--- src/logic/fbse_consts.vh ---
// constants for the flash block and sector erase sequencer
`ifndef FBSE_CONSTS_VH
`define FBSE_CONSTS_VH

// command codes carried in the high byte of parameter word 0
`define FBSE_CMD_ERASE_BLOCK 8'h09
`define FBSE_CMD_ERASE_SECTOR 8'h0a

// parameter word indices
`define FBSE_IDX_CMD 3'h0
`define FBSE_IDX_ADDR 3'h1
`define FBSE_IDX_LAST 3'h5

// field positions inside parameter word 0
`define FBSE_CODE_MSB 15
`define FBSE_CODE_LSB 8
`define FBSE_ADDR_HI_MSB 1
`define FBSE_ADDR_HI_LSB 0

// block selection by global address bits 17:16
`define FBSE_BLK_EEPROM 2'h0
`define FBSE_BLK_PFLASH 2'h3

// alignment: a phrase is 8 bytes, a word is 2 bytes
`define FBSE_PHRASE_MASK 16'h0007
`define FBSE_WORD_MASK 16'h0001

// program flash sector mask: 512-byte sectors
`define FBSE_SECTOR_MASK 16'h01ff

// sequencer states
`define FBSE_ST_IDLE 2'h0
`define FBSE_ST_CHECK 2'h1
`define FBSE_ST_ERASE 2'h2
`define FBSE_ST_VERIFY 2'h3

// reset values
`define FBSE_RST_INDEX 3'h0
`define FBSE_RST_WORD 16'h0000
`define FBSE_RST_ADDR 18'h00000

`endif

--- src/logic/fbse_addr_check.v ---
// launch-time parameter check: command, block, alignment and protection
`timescale 1ns/1ps
`default_nettype none
`include "fbse_consts.vh"

module fbse_addr_check (
	input wire [2:0] index,
	input wire [15:0] word_cmd,
	input wire [15:0] word_addr,
	input wire mode_allowed,
	input wire pflash_prot_any,
	input wire eeprom_prot_any,
	input wire sector_prot,
	output reg acc_err,
	output reg prot_err,
	output reg is_sector,
	output reg [17:0] target_addr
);

	function blk_is;
		input [1:0] hi;
		input [1:0] code;
		begin
			blk_is = (hi == code);
		end
	endfunction

	function masked_zero;
		input [15:0] addr;
		input [15:0] mask;
		begin
			masked_zero = ((addr & mask) == 16'h0000);
		end
	endfunction

	wire [7:0] code;
	wire [1:0] hi;
	assign code = word_cmd[`FBSE_CODE_MSB:`FBSE_CODE_LSB];
	assign hi = word_cmd[`FBSE_ADDR_HI_MSB:`FBSE_ADDR_HI_LSB];

	always @* begin
		acc_err = 1'b0;
		prot_err = 1'b0;
		is_sector = (code == `FBSE_CMD_ERASE_SECTOR);
		target_addr = {hi, word_addr};
		if (index != `FBSE_IDX_ADDR) begin
			acc_err = 1'b1;
		end
		if (!mode_allowed) begin
			acc_err = 1'b1;
		end
		if (code == `FBSE_CMD_ERASE_BLOCK) begin
			if (blk_is(hi, `FBSE_BLK_PFLASH)) begin
				acc_err = acc_err | !masked_zero(word_addr, `FBSE_PHRASE_MASK);
				prot_err = pflash_prot_any;
			end else if (blk_is(hi, `FBSE_BLK_EEPROM)) begin
				acc_err = acc_err | !masked_zero(word_addr, `FBSE_WORD_MASK);
				prot_err = eeprom_prot_any;
			end else begin
				acc_err = 1'b1;
			end
		end else if (is_sector) begin
			// any address in the sector names it, so the offset is dropped
			target_addr = {hi, word_addr & ~`FBSE_SECTOR_MASK};
			if (!blk_is(hi, `FBSE_BLK_PFLASH)) begin
				acc_err = 1'b1;
			end
			prot_err = sector_prot;
		end else begin
			acc_err = 1'b1;
		end
	end

endmodule
`default_nettype wire

--- src/logic/fbse_sequencer.v ---
// flash erase sequencer: whole-block erase and program-flash sector erase, each with verify
//
// Behaviour
// - Clearing the complete flag with a valid block erase erases the block, then verifies it.
// - For an accepted command the complete flag is set again only after erase and verify have both finished.
// - Launch sets the access error flag when the word index is not 001.
// - Launch sets the access error flag when the command is not allowed in the current mode.
// - Launch sets the access error flag when address bits 17:16 name no valid block.
// - Block erase sets access error for a program-flash address not phrase-aligned or EEPROM not word-aligned.
// - A protected region in the selected block (for a sector erase, the sector) sets the protection flag unless an access error is found; nothing is erased.
// - Any error seen during verify sets the upper verify status bit.
// - A non-correctable error seen during verify sets the lower verify status bit.
// - For a sector erase word 1 holds address bits 15:0 and any address in the sector is accepted.
// - A sector erase clears the whole sector, not just the addressed location.
// - A sector erase launch erases, then verifies, then sets the complete flag.
// - The command interrupt is requested while the complete flag and its enable are both set.
`timescale 1ns/1ps
`default_nettype none
`include "fbse_consts.vh"

module fbse_sequencer (
	input wire clk,
	input wire sys_rst,
	// software side: index and parameter word writes
	input wire index_wr,
	input wire [2:0] index_wr_data,
	input wire word_wr,
	input wire [15:0] word_wr_data,
	// software writes 1 to the complete flag: launch
	input wire launch,
	// software writes 1 to the error flags: clear both
	input wire error_clear,
	input wire command_complete_irq_enable,
	// mode and protection status from the rest of the controller
	input wire mode_allowed,
	input wire pflash_prot_any,
	input wire eeprom_prot_any,
	input wire sector_prot,
	// flash array handshake
	input wire erase_done,
	input wire verify_done,
	input wire verify_error,
	input wire verify_uncorrectable,
	// software-visible state
	output reg [2:0] command_word_index,
	output reg [15:0] word_rd_data,
	output reg command_complete_flag,
	output reg access_error_flag,
	output reg protection_violation_flag,
	output reg verify_status_upper,
	output reg verify_status_lower,
	output wire flash_cmd_irq,
	// flash array commands
	output reg erase_start,
	output reg verify_start,
	output reg erase_whole_block,
	output reg [17:0] erase_addr,
	output wire [17:0] prot_query_addr
);

	reg [15:0] command_parameter_words [0:5];
	reg [1:0] state;
	reg set_acc;
	reg set_prot;
	wire chk_acc;
	wire chk_prot;
	wire chk_sector;
	wire [17:0] chk_addr;
	wire may_write;
	wire launch_ok;
	integer i;

	// parameter writes are only taken while no command runs
	assign may_write = command_complete_flag;
	// a launch with an error flag still standing is dropped, as software must clear it first
	assign launch_ok = launch && command_complete_flag && (state == `FBSE_ST_IDLE)
		&& !access_error_flag && !protection_violation_flag;

	assign flash_cmd_irq = command_complete_flag & command_complete_irq_enable;
	assign prot_query_addr = chk_addr;

	fbse_addr_check u_check (
		.index(command_word_index),
		.word_cmd(command_parameter_words[0]),
		.word_addr(command_parameter_words[1]),
		.mode_allowed(mode_allowed),
		.pflash_prot_any(pflash_prot_any),
		.eeprom_prot_any(eeprom_prot_any),
		.sector_prot(sector_prot),
		.acc_err(chk_acc),
		.prot_err(chk_prot),
		.is_sector(chk_sector),
		.target_addr(chk_addr)
	);

	// index register and parameter word store
	always @(posedge clk) begin
		if (sys_rst) begin
			command_word_index <= `FBSE_RST_INDEX;
			for (i = 0; i < 6; i = i + 1) begin
				command_parameter_words[i] <= `FBSE_RST_WORD;
			end
		end else begin
			if (index_wr && may_write) begin
				command_word_index <= index_wr_data;
			end
			if (word_wr && may_write && command_word_index <= `FBSE_IDX_LAST) begin
				command_parameter_words[command_word_index] <= word_wr_data;
			end
		end
	end

	// readback follows the index one clock later
	always @(posedge clk) begin
		if (sys_rst) begin
			word_rd_data <= `FBSE_RST_WORD;
		end else if (command_word_index <= `FBSE_IDX_LAST) begin
			word_rd_data <= command_parameter_words[command_word_index];
		end else begin
			word_rd_data <= `FBSE_RST_WORD;
		end
	end

	// error flag events from the check state
	always @* begin
		set_acc = 1'b0;
		set_prot = 1'b0;
		if (state == `FBSE_ST_CHECK) begin
			set_acc = chk_acc;
			// access errors take precedence; protection is judged only on a valid request
			set_prot = !chk_acc && chk_prot;
		end
	end

	// sticky error flags: a set in the cycle of a clear wins
	always @(posedge clk) begin
		if (sys_rst) begin
			access_error_flag <= 1'b0;
			protection_violation_flag <= 1'b0;
		end else begin
			access_error_flag <= set_acc | (access_error_flag & ~error_clear);
			protection_violation_flag <= set_prot | (protection_violation_flag & ~error_clear);
		end
	end

	// command sequence
	always @(posedge clk) begin
		if (sys_rst) begin
			state <= `FBSE_ST_IDLE;
			command_complete_flag <= 1'b1;
			verify_status_upper <= 1'b0;
			verify_status_lower <= 1'b0;
			erase_start <= 1'b0;
			verify_start <= 1'b0;
			erase_whole_block <= 1'b0;
			erase_addr <= `FBSE_RST_ADDR;
		end else begin
			erase_start <= 1'b0;
			verify_start <= 1'b0;
			case (state)
				`FBSE_ST_IDLE: begin
					if (launch_ok) begin
						command_complete_flag <= 1'b0;
						verify_status_upper <= 1'b0;
						verify_status_lower <= 1'b0;
						state <= `FBSE_ST_CHECK;
					end
				end
				`FBSE_ST_CHECK: begin
					if (chk_acc || chk_prot) begin
						// rejected command: nothing is erased, complete at once
						command_complete_flag <= 1'b1;
						state <= `FBSE_ST_IDLE;
					end else begin
						erase_start <= 1'b1;
						erase_whole_block <= !chk_sector;
						erase_addr <= chk_addr;
						state <= `FBSE_ST_ERASE;
					end
				end
				`FBSE_ST_ERASE: begin
					if (erase_done) begin
						verify_start <= 1'b1;
						state <= `FBSE_ST_VERIFY;
					end
				end
				`FBSE_ST_VERIFY: begin
					if (verify_done) begin
						verify_status_upper <= verify_error | verify_uncorrectable;
						verify_status_lower <= verify_uncorrectable;
						command_complete_flag <= 1'b1;
						state <= `FBSE_ST_IDLE;
					end
				end
				default: begin
					command_complete_flag <= 1'b1;
					state <= `FBSE_ST_IDLE;
				end
			endcase
		end
	end

endmodule
`default_nettype wire

--- config.mk ---
export PLATFORM = sky130hd
export DESIGN_NAME = fbse_sequencer
export DESIGN_NICKNAME = d
export VERILOG_FILES = /design/src/logic/fbse_addr_check.v /design/src/logic/fbse_sequencer.v
export VERILOG_INCLUDE_DIRS = /design/src /design/src/logic
export SDC_FILE = /design/constraint.sdc
export NUM_CORES = 1
export LEC_CHECK = 0
export BUFFER_PORTS_ARGS = -buffer_cell sky130_fd_sc_hd__buf_2
export CORE_MARGIN = 1
export CORE_UTILIZATION = 50
export DETAILED_ROUTE_END_ITERATION = 12
export PLACE_DENSITY = 0.72
export SYNTH_ARGS = -nofsm -noshare
export SYNTH_HDL_FRONTEND = slang
export SYNTH_SLANG_ARGS = --single-unit
--- constraint.sdc ---
create_clock -name clk -period 2.84 [get_ports clk]
set_input_delay 0.142 -clock clk [delete_from_list [all_inputs] [get_ports clk]]
set_output_delay 0.142 -clock clk [all_outputs]
set_load 0.02 [all_outputs]
# Word-level counts from Yosys, hierarchy flattened
# Memory sizes are Yosys's and may differ from the RTL's. A register that Yosys moved wholly into a read port is not among the register bits.
# Cells that the tools add are included.
totals:
  reg_bits: 31
  latch_bits: 0
  ramBits: 96
  romBits: 0
  input_bits: 34
  out_inout_bits: 64
  elab_cells: 104
  n_memories: 1
mem_list:
  columns: ["memory", "depth", "width", "rd", "rd_clocked_by_memory_dff", "wr", "line", "text"]
  rows:
  - ["command_parameter_words", 6, 16, 3, 1, 6, "fbse_sequencer.v:61", "reg [15:0] command_parameter_words [0:5];"]
classes:
  n_addsub: 0
  multipliers: 0
  div: 0
  n_lt_le_gt_ge: 1
  n_eq_ne: 11
  shift: 0
  muxes: 38
  bitwise: 13
  n_reduce_logical: 29
ops:
  columns: ["cell", "count"]
  rows:
  - ["$logic_not A16 Y1", 2]
  - ["$mux W1", 26]
  - ["$mux W9", 2]
  - ["$eq A8 B4 Y1 const B", 2]
  - ["$mux W16", 1]
  - ["$reduce_or A16 Y1", 1]
  - ["$logic_and A1 B1 Y1", 8]
  - ["$mux W2", 4]
  - ["$pmux W2 S4", 1]
  - ["$eq A2 B2 Y1 const B", 3]
  - ["$logic_not A1 Y1", 6]
  - ["$ne A2 B2 Y1 const B", 3]
  - ["$reduce_and A3 Y1", 2]
  - ["$reduce_or A2 Y1", 3]
  - ["$not A1 Y1", 5]
  - ["$or A1 B1 Y1", 5]
  - ["$logic_not A2 Y1", 2]
  - ["$pmux W1 S2", 2]
  - ["$reduce_and A4 Y1", 1]
  - ["$and A1 B1 Y1", 3]
  - ["$le A3 B3 Y1 const B", 1]
  - ["$mux W3", 1]
  - ["$ne A3 B1 Y1 const B", 1]
  - ["$pmux W1 S3", 1]
  - ["6 further kinds", 6]

# Longest topological paths before layout
# Gate-level depths: netlist of run 1.
depth:
  ltp_word: 11
  mapped_depth: 8
  depth_no_buf: 5

# By module
# Synthesis of run 1 repeated with hierarchy kept, for this count alone.
unflattened:
  cells_unflattened: 490
  hier_area_um2: 6279.8
by_module_without_submodules:
  columns: ["mod", "instances", "cells_each", "area_per_inst_um2", "seq_area_each_um2"]
  rows:
  - ["fbse_sequencer", 1, 453, 6018.3, 3823.7]
  - ["fbse_addr_check", 1, 37, 261.5, 0.0]

# Worst setup path after synthesis of run 1
# No wires, ideal clock.
synth_path:
  path_kind: "reg-to-reg"
  from: "register command_word_index[1]"
  to: "memory command_parameter_words[2][0] (enable)"
  setup_time_ps: 375
  arrival_ps: 1978
  required_ps: 2465
  slack_ps: 487
  stages_incl_launch_ff: 6
  n_path_buf: 3
  synth_period_minus_slack_ps: 2353
  path_cell_list: "dfxtp_1 -> clkbuf_1 -> buf_2 -> buf_2 -> nand3b_1 -> nand2b_1"
synth_rtl:
  columns: ["element", "line", "text"]
  rows:
  - ["start, declared", "fbse_sequencer.v:45", "output reg [2:0] command_word_index,"]
  - ["start signal, assigned", "fbse_sequencer.v:99", "command_word_index <= `FBSE_RST_INDEX;"]
  - ["start signal, assigned", "fbse_sequencer.v:105", "command_word_index <= index_wr_data;"]
  - ["end, declared", "fbse_sequencer.v:61", null]

==> impl_metrics.toml, run 1 <==
[hold_path]
hold_path_class = "primary input to flop"

[yosys]
yosysTopAreaCell = "edfxtp_1"
ys_warn_count = 0
synth_ff_type = "edfxtp_1"
synth-edff-count = 116
synth_top_area_share_pct = 51.16
syn_inst = 531
netlist_area_um2 = 6809
ys_top_cells_by_area = "edfxtp_1 51%, dfxtp_1 14%, mux4_2 8.6%"
synth-seq-cells = 163
synth_cell_types = 45
synth.yosys.seq_area_share_pct = 64.98
synth_area_per_cell_um2 = 12.82
async_reset_ff_share_pct = 0

[power]
seq_power_share_pct = 48.9
p_leak_nw = 3.405
vdd_drop_max_uv = 398.1
p_per_area_nw_per_um2 = 685.1
clkPwrFrac_pct = 42.4
p_int_mw = 4.333
p_sw_mw = 1.249
switching_share_pct = 22.38
pwr-share-comb_pct = 8.7

[cells_and_area]
drive_gt1_share_pct = 28.03
most-common-layout-cells = "116 x edfxtp_1, 103 x nor2_1, 97 x buf_2, 46 x dfxtp_1, 45 x nand2_1"
syn2layout_area_growth_pct = 19.66
final-instance-count-excl-fill = 837
layout_commonest_cell = "edfxtp_1"
final_core_util_pct = 61.53
nNetsFinal = 681

[route]
viasPerCell = 5.556
drt-total-wl_mm = 15.72
drtAntennaViolNets = 0
drt-initial-drc-count = 346
via_count = 4650
first_pass_iters = 7
drc = 0
post_drt_wl_per_cell_um = 18.78

[placement]
dp_cells = 802
io_buffers = 97
place.gp.congestion = 0.8022
hpwl_mm = 10.53

[sta]
setup_tns_ns = 0
tightest_slew_ns = 0.6739
finalHoldViolCount = 0
relSlewSlack_pct = 54.87
rsz0062_at_grt = "no"
max_freq_ghz = 0.3849
period_needed_ns = 2.598
setup_viol_count_final = 0
timing.final.max_slew_violations = 0
holdWs_ns = 0.009261
finClkSkew_ns = 0.007527
period_share_pct = 91.48

[floorplan]
io_pins = 98
fp.dieW_um = 118.7
rows = 42
die_h_um = 118.7
core_area_um2 = 13240
dieArea_um2 = 14090
initial_core_util_pct = 51.42

[critical_path]
critical_path_class = "flop to primary output"
endpoint_kind = "primary output"
path_max_fanout = 10
cp-start-kind = "flop"
cp.arrival_ns = 2.46
crit_required_ns = 2.70

[grt]
grt_max_degree = 39
grt_overflow = 0
grt_pass1_wl_mm = 24.45
antenna_found_initial = 0
grt_pass1_vias = 4698
track_usage_pct = 23.70

[clocking]
cts.sinks = 163
clk_latency_ns = 0.43
cts_made_buffers = 17
cts_tree = "done"
cts-root-buf = "clkbuf_16"
clk_pin_slew_ns = 0.06
cts_htree_levels = 4
clock_path_buffers = 2

[flow_run]
cap_violations = 0

[run_status]
status = "complete, no violations"
-- Yosys cell counts, types with 2 or more instances --
cell type and n:
dfxtp_1 47, and2_1 10, a21oi_1 22, nand3b_1 4, inv_1 20, a21o_1 2, buf_4 12, nand3_1 12
nand2_1 45, and3_1 2, mux2_2 8, edfxtp_1 116, nor2b_1 5, nor4b_1 2, nor2_1 103, clkbuf_1 19
mux2i_1 14, buf_2 7, nand2b_1 15, o21ai_0 9, mux4_2 26, o211a_1 2, a22oi_1 7
-- through the flow --
| step | cell area (um2) | total power, mW | worst slack, ns |
|---|---|---|---|
| floorplan | 6880 | 3.086 | 0.4874 |
| global placement | 7518 | 3.244 | 0.5544 |
| detailed placement | 7518 | 3.261 | 0.4457 |
| CTS | 8145 | 5.601 | 0.2173 |
| global route | 8145 | 5.740 | 0.1668 |
| finish | 8148 | 5.582 | 0.2421 |
-- path summary, 6_finish.rpt --
kind / from / cells past startpoint / slack, ns / to
min reg2reg: erase_addr[14]$_SDFFE_PP0P_ / 2 / 0.47 / erase_addr[14]$_SDFFE_PP0P_
max: command_parameter_words[0][10]$_SDFFCE_PN0P_ / 4 / 0.24 / prot_query_addr[0]
max reg2reg: command_parameter_words[0][10]$_SDFFCE_PN0P_ / 5 / 0.42 / erase_whole_block$_SDFFE_PP0P_
min: index_wr_data[1] / 3 / 0.009 / command_word_index[1]$_SDFFE_PP0P_
-- cells by family after synthesis --
logic type             after synthesis  share of synthesized area, %
buffers and inverters               61                         4.263
muxes                               48                         11.98
DFF                                163                         64.98
other                                1                       0.05507
AOI/OAI and AO/OA                   50                         4.612
and+or+nand+nor                    208                         14.11
-- cell type report --
| cell class | count | area [um2] |
|---|---|---|
| Antenna cell | 1 | 2.502 |
| Clock buffer | 19 | 442.9 |
| Timing Repair Buffer | 118 | 648.1 |
| Sequential cell | 163 | 4425 |
| Multi-Input combinational cell | 326 | 2166 |
| Clock inverter | 13 | 163.9 |
| Inverter | 21 | 78.83 |
| Tap cell | 176 | 220.2 |
| Fill cell | 1071 | 5095 |
-- layer usage --
layer  global-route usage, %  wire length, um
met3                   6.950             1178
met1                   29.01             6378
met4                   9.335              319
met2                   39.47             7846
met5                       0                0
-- flip-flops by register name, indices dropped and copies added (netlist names), 3 cells and up, named ones only --
signal,cells
command_word_index,3
command_parameter_words,116
erase_addr,18
word_rd_data,16
-- worst max-delay path: stages (launching register included) --
cell and delay (ns):
edfxtp_1 0.39, or4b_4 0.56, or4b_1 0.67, and2_1 0.24, buf_2 0.16
-- timing repair --
item                      CTS  global route
setup buffers               0             0
hold endpoints to repair    2             0
hold buffers                2             0
resized for setup           0             0
-- power groups by stage --
stage          Clock [mW]  Combinational (mW)  Sequential, mW
2_1_floorplan           0               0.307            2.78
3_3_place_gp            0               0.475            2.77
3_5_place_dp            0               0.483            2.78
4_1_cts              2.39               0.487            2.73
5_1_grt              2.48               0.525            2.74
6_report             2.37               0.486            2.73
(Power assumes the default switching activity.)
==> run 2: changes to the inputs <==
- ABC_AREA: default -> 1
==> impl_metrics.toml, run 2 <==
[yosys]
synth-edff-count = 128
netlist_area_um2 = 7492
synth_top_area_share_pct = 51.30
syn_inst = 765
synth_ff_type = "edfxtp_1"
synth-seq-cells = 175
synth.yosys.seq_area_share_pct = 63.86
synth_cell_types = 34
synth_most_common_cell = "nor2_1"
synth_area_per_cell_um2 = 9.794
ys_warn_count = 0
synthTopCellsByCount = "192 x nor2_1, 128 x edfxtp_1, 97 x o21ai_0"
yosysTopAreaCell = "edfxtp_1"
ys_top_cells_by_area = "edfxtp_1 51%, dfxtp_1 13%, nor2_1 9.6%"
async_reset_ff_share_pct = 0

[grt]
top_usage_layer = "met2"
gr-usage-met2_pct = 38.87
antenna_found_initial = 0
track_usage_pct = 23.28
grt_pass1_vias = 5411
grt_pass1_wl_mm = 27.72
met3_usage_pct = 5.198
grt_overflow = 0
use_met1_pct = 29.76
grt_max_degree = 50

[power]
p_per_area_nw_per_um2 = 778.3
vdd_drop_max_uv = 466.8
p_leak_nw = 3.789
total_power_mw = 6.918

[sta]
finClkSkew_ns = 0.01431
setup_tns_ns = 0
period_share_pct = 77.79
setup_slack_ns = 0.6307
max_freq_ghz = 0.4526
period_needed_ns = 2.209
setup_viol_count_final = 0
tightest_slew_ns = 0.7680
finalHoldViolCount = 0
rsz0062_at_grt = "no"
timing.final.max_slew_violations = 0
relSlewSlack_pct = 48.67

[floorplan]
initial_core_util_pct = 51.36
io_pins = 98
core_area_um2 = 14590
dieArea_um2 = 15480
rows = 44
fp.dieW_um = 124.4
die_h_um = 124.4

[route]
first_pass_iters = 5
via_count = 5740
post_drt_wl_per_cell_um = 16.20
drt-total-wl_mm = 17.57
drt-initial-drc-count = 608
drtAntennaViolNets = 0
drc = 0
viasPerCell = 5.290

[critical_path]
critPathSlowestCell = "dfxtp_1"
crit_required_ns = 2.97
cp.arrival_ns = 2.33
critical_path_class = "flop to flop"
path_cells = "nand2_1, nor2_4, inv_2, nor3_4, nand2_2, nand2_1, buf_4"
endpoint_kind = "flop"
crit_path_max_incr_delay_ns = 0.43
cp-start-kind = "flop"
cpMostUsedCell = "nand2_1"
path_max_fanout = 17

[cells_and_area]
diodes = 0
top_register = "command_parameter_words"
reg_top3 = "command_parameter_words: 128 flops, erase_addr: 18 flops, word_rd_data: 16 flops"
largest_register_ffs = 128
syn2layout_area_growth_pct = 18.64
drive_gt1_share_pct = 19.53
nNetsFinal = 922
most-common-layout-cells = "192 x nor2_1, 128 x edfxtp_1, 97 x buf_2, 96 x o21ai_0, 77 x nand2_1"
finish.instance_area_um2 = 8889
layout_commonest_cell = "nor2_1"
final_core_util_pct = 60.93

[clocking]
clock_path_buffers = 2
clk_pin_slew_ns = 0.06
cts.sinks = 175
cts_made_buffers = 17
clk_latency_ns = 0.43
cts_htree_levels = 4
cts_tree = "done"
cts-root-buf = "clkbuf_16"

[placement]
hpwl_mm = 11.69
place.gp.congestion = 0.8115
placed_area_um2 = 8208
dp_slack_ns = 0.6652
io_buffers = 97

[flow_run]
cap_violations = 0

[run_status]
status = "complete, no violations"

[hold_path]
hold_path_class = "primary input to flop"
[run 2: changes by cell type in the layout (fill, tap and decap cells not counted), moves of 13 or more]
| cell | previous run | this run |
|---|---|---|
| a31oi_1 | 0 | 16 |
| inv_1 | 20 | 53 |
| mux2i_1 | 14 | 0 |
| mux4_2 | 26 | 0 |
| nand2_1 | 45 | 77 |
| nand2b_1 | 15 | 0 |
| nand3_1 | 12 | 25 |
| nor2_1 | 103 | 192 |
| o21ai_0 | 9 | 96 |
[run 2: final cells by class]
cell class | instances | area (um2)
multi-input combinational | 513 | 2330
clock buffer | 23 | 543.0
fill | 1214 | 5700
inverter | 58 | 217.7
sequential | 175 | 4787
tap | 184 | 230.2
clock inverter | 9 | 87.58
timing repair buffer | 123 | 693.2
[run 2: metrics by stage]
step,instances,hold slack [ns]
floorplan,796,0.2044
global placement,1048,0.3868
detailed placement,1048,0.3944
CTS,1085,0.009012
global route,1085,0.02516
finish,1085,0.02033
[run 2: worst max-delay path: cells and delay by family (launching register included)]
kind                   cells  cell delay, ns
and+or+nand+nor            5            1.11
DFF                        1            0.43
buffers and inverters      2            0.36
[run 2: final timing paths]
| check | from | end | slack (ns) | cells after the start |
|---|---|---|---|---|
| setup / recovery | command_complete_flag$_SDFFE_PP1P_ | command_parameter_words[0][3]$_SDFFCE_PN0P_ | 0.63 | 7 |
| hold / removal | verify_done | verify_status_lower$_SDFFE_PP0P_ | 0.02 | 3 |
| setup reg to reg | command_complete_flag$_SDFFE_PP1P_ | command_parameter_words[0][3]$_SDFFCE_PN0P_ | 0.63 | 7 |
| hold reg to reg | verify_status_upper$_SDFFE_PP0P_ | verify_status_upper$_SDFFE_PP0P_ | 0.44 | 2 |
[run 2: where the power goes]
group | switching [mW] | internal (mW)
Clock | 0.969 | 1.45
Combinational | 0.994 | 0.393
Sequential | 0.102 | 3.01
[run 2: per-layer routing]
layer | routed length, um | up-vias
met5 | 0 | -
met4 | 305 | 0
met3 | 1046 | 19
met2 | 8700 | 182
met1 | 7522 | 2745
li1 | - | 2794
[run 2: cells by family after synthesis]
logic type             count (synthesis)  synth area share (%)
AO/OA/AOI/OAI                        154                 10.94
buffers and inverters                108                 6.847
AND/OR/NAND/NOR                      327                 18.30
flip-flops                           175                 63.86
other                                  1               0.05005
[run 2: timing repair]
item                      CTS  global route
hold buffers                5             0
setup buffers               0             0
hold endpoints to repair    7             0
gates resized for setup     0             0
==> run 3: changes to the inputs <==
- PLACE_DENSITY: 0.72 -> 0.74
- clock period: 2.84 -> 1.93 ns (I/O delays scaled with it)
==> impl_metrics.toml, run 3 (synthesis results as in run 2) <==
[placement]
place.gp.congestion = 0.8260
dp_slack_ns = 0.2572
placed_area_um2 = 8278
dp_cells = 1052
io_buffers = 97
hpwl_mm = 11.89

[route]
first_pass_iters = 5
post_drt_wl_per_cell_um = 16.02
drt-initial-drc-count = 570
viasPerCell = 5.203
drtAntennaViolNets = 0
drt-total-wl_mm = 17.47
drc = 0
via_count = 5671

[grt]
antenna_found_initial = 1
use_met1_pct = 30.75
met3_usage_pct = 5.455
gr-usage-met2_pct = 40.01
grt_max_degree = 57
grt_overflow = 0
grt_pass1_vias = 5509
track_usage_pct = 23.85
grt_pass1_wl_mm = 28.22
top_usage_layer = "met2"

[power]
p_per_area_nw_per_um2 = 1123
total_power_mw = 10.03
switching_share_pct = 31.26
p_sw_mw = 3.136
p_leak_nw = 3.803
seq_power_share_pct = 45.6
p_int_mw = 6.897
pwr-share-comb_pct = 21.1
vdd_drop_max_uv = 701.4
clkPwrFrac_pct = 33.3

[sta]
finClkSkew_ns = 0.006945
period_share_pct = 92.65
setup_tns_ns = 0
setup_slack_ns = 0.1418
setup_viol_count_final = 0
rsz0062_at_grt = "no"
holdWs_ns = 0.01647
max_freq_ghz = 0.5592
finalHoldViolCount = 0
period_needed_ns = 1.788
timing.final.max_slew_violations = 0

[cells_and_area]
multi_input_comb_area_um2 = 2356
finish.instance_area_um2 = 8932
drive_gt1_share_pct = 20.97
final-instance-count-excl-fill = 1090
largest_register_ffs = 128
syn2layout_area_growth_pct = 19.22
top_register = "command_parameter_words"
final_core_util_pct = 61.23
fill_cells = 1222
most-common-layout-cells = "190 x nor2_1, 128 x edfxtp_1, 97 x buf_2, 96 x o21ai_0, 73 x nand2_1"
nNetsFinal = 927
reg_top3 = "command_parameter_words: 128 flops, erase_addr: 18 flops, word_rd_data: 16 flops"
layout_commonest_cell = "nor2_1"
register_area_um2 = 4787
diodes = 0

[floorplan]
io_pins = 98
die_h_um = 124.4
fp.dieW_um = 124.4
initial_core_util_pct = 51.36
rows = 44
core_area_um2 = 14590
dieArea_um2 = 15480

[clocking]
cts_setup_buffers = 0
cts.sinks = 175
cts_htree_levels = 4
clk_pin_slew_ns = 0.06
clock_path_buffers = 2
cts-root-buf = "clkbuf_16"
cts_made_buffers = 17
cts_tree = "done"
clk_latency_ns = 0.44

[critical_path]
cp-startpoint = "command_parameter_words[0][11]$_SDFFCE_PN0P_"
cp.arrival_ns = 1.69
crit_required_ns = 1.83
critPathSlowestCell = "edfxtp_1"
crit_path_max_incr_delay_ns = 0.38
cpMostUsedCell = "nor2_1"
critical_path_class = "flop to primary output"
path_max_fanout = 10
timing.rr.start = "command_word_index[0]$_SDFFE_PP0P_"
endpoint_kind = "primary output"
cp-start-kind = "flop"
path_cells = "nand2_1, nor2_1, and2_4, buf_6, nor2_1, buf_2"

[run_status]
status = "complete, no violations"

[hold_path]
worstHoldStart = "index_wr"
hold_path_class = "primary input to flop"

[flow_run]
cap_violations = 0
## run 3: changes by cell type in the layout (fill, tap and decap cells not counted), moves of 3 or more
| cell | delta |
|---|---|
| nand2_1 | -4 |
| nand2_2 | +4 |
| clkinv_4 | +3 |
| clkbuf_16 | -3 |
## run 3: worst paths after layout
kind	slack [ns]	depth (start not counted)	end
worst max-delay path	0.14	6	prot_query_addr[7]
worst min-delay path	0.02	3	command_word_index[0]$_SDFFE_PP0P_
worst max register to register	0.16	8	word_rd_data[12]$_SDFF_PP0_
worst min register to register	0.44	2	verify_status_upper$_SDFFE_PP0P_
## run 3: area by class of cell
class / instances / share of cell area [%]
Clock inverter: 12 / 1.121
Sequential cell: 175 / 53.59
Inverter: 58 / 2.451
Clock buffer: 20 / 5.351
Multi-Input combinational cell: 513 / 26.38
Tap cell: 184 / 2.577
Timing Repair Buffer: 128 / 8.531
## run 3: timing repair
item / CTS / global route
hold endpoints to repair: 7 / 0
resized for setup: 0 / 5
endpoints found under the setup margin: 0 / 9
hold buffers: 6 / 0
## run 3: power by group through the flow
stage                     registers, mW  logic [mW]  clock network (mW)
after floorplan                    4.78        1.29                   0
after global placement             4.65        2.06                   0
after detailed placement           4.66        2.09                   0
after CTS                          4.58        2.12                3.36
after global routing               4.61        2.34                3.52
final                              4.58        2.12                3.34
## run 3: critical path: cells and delay by family (launching register included)
family / cells / cell delay [ns]
flops: 1 / 0.38
buf+inv: 2 / 0.33
simple gates: 4 / 0.54
## run 3: metal layers
layer	up-vias	part of all wire [%]
met3	20	5.1
met4	0	1.4
met1	2674	43
li1	2799	-
met5	-	0
met2	178	50
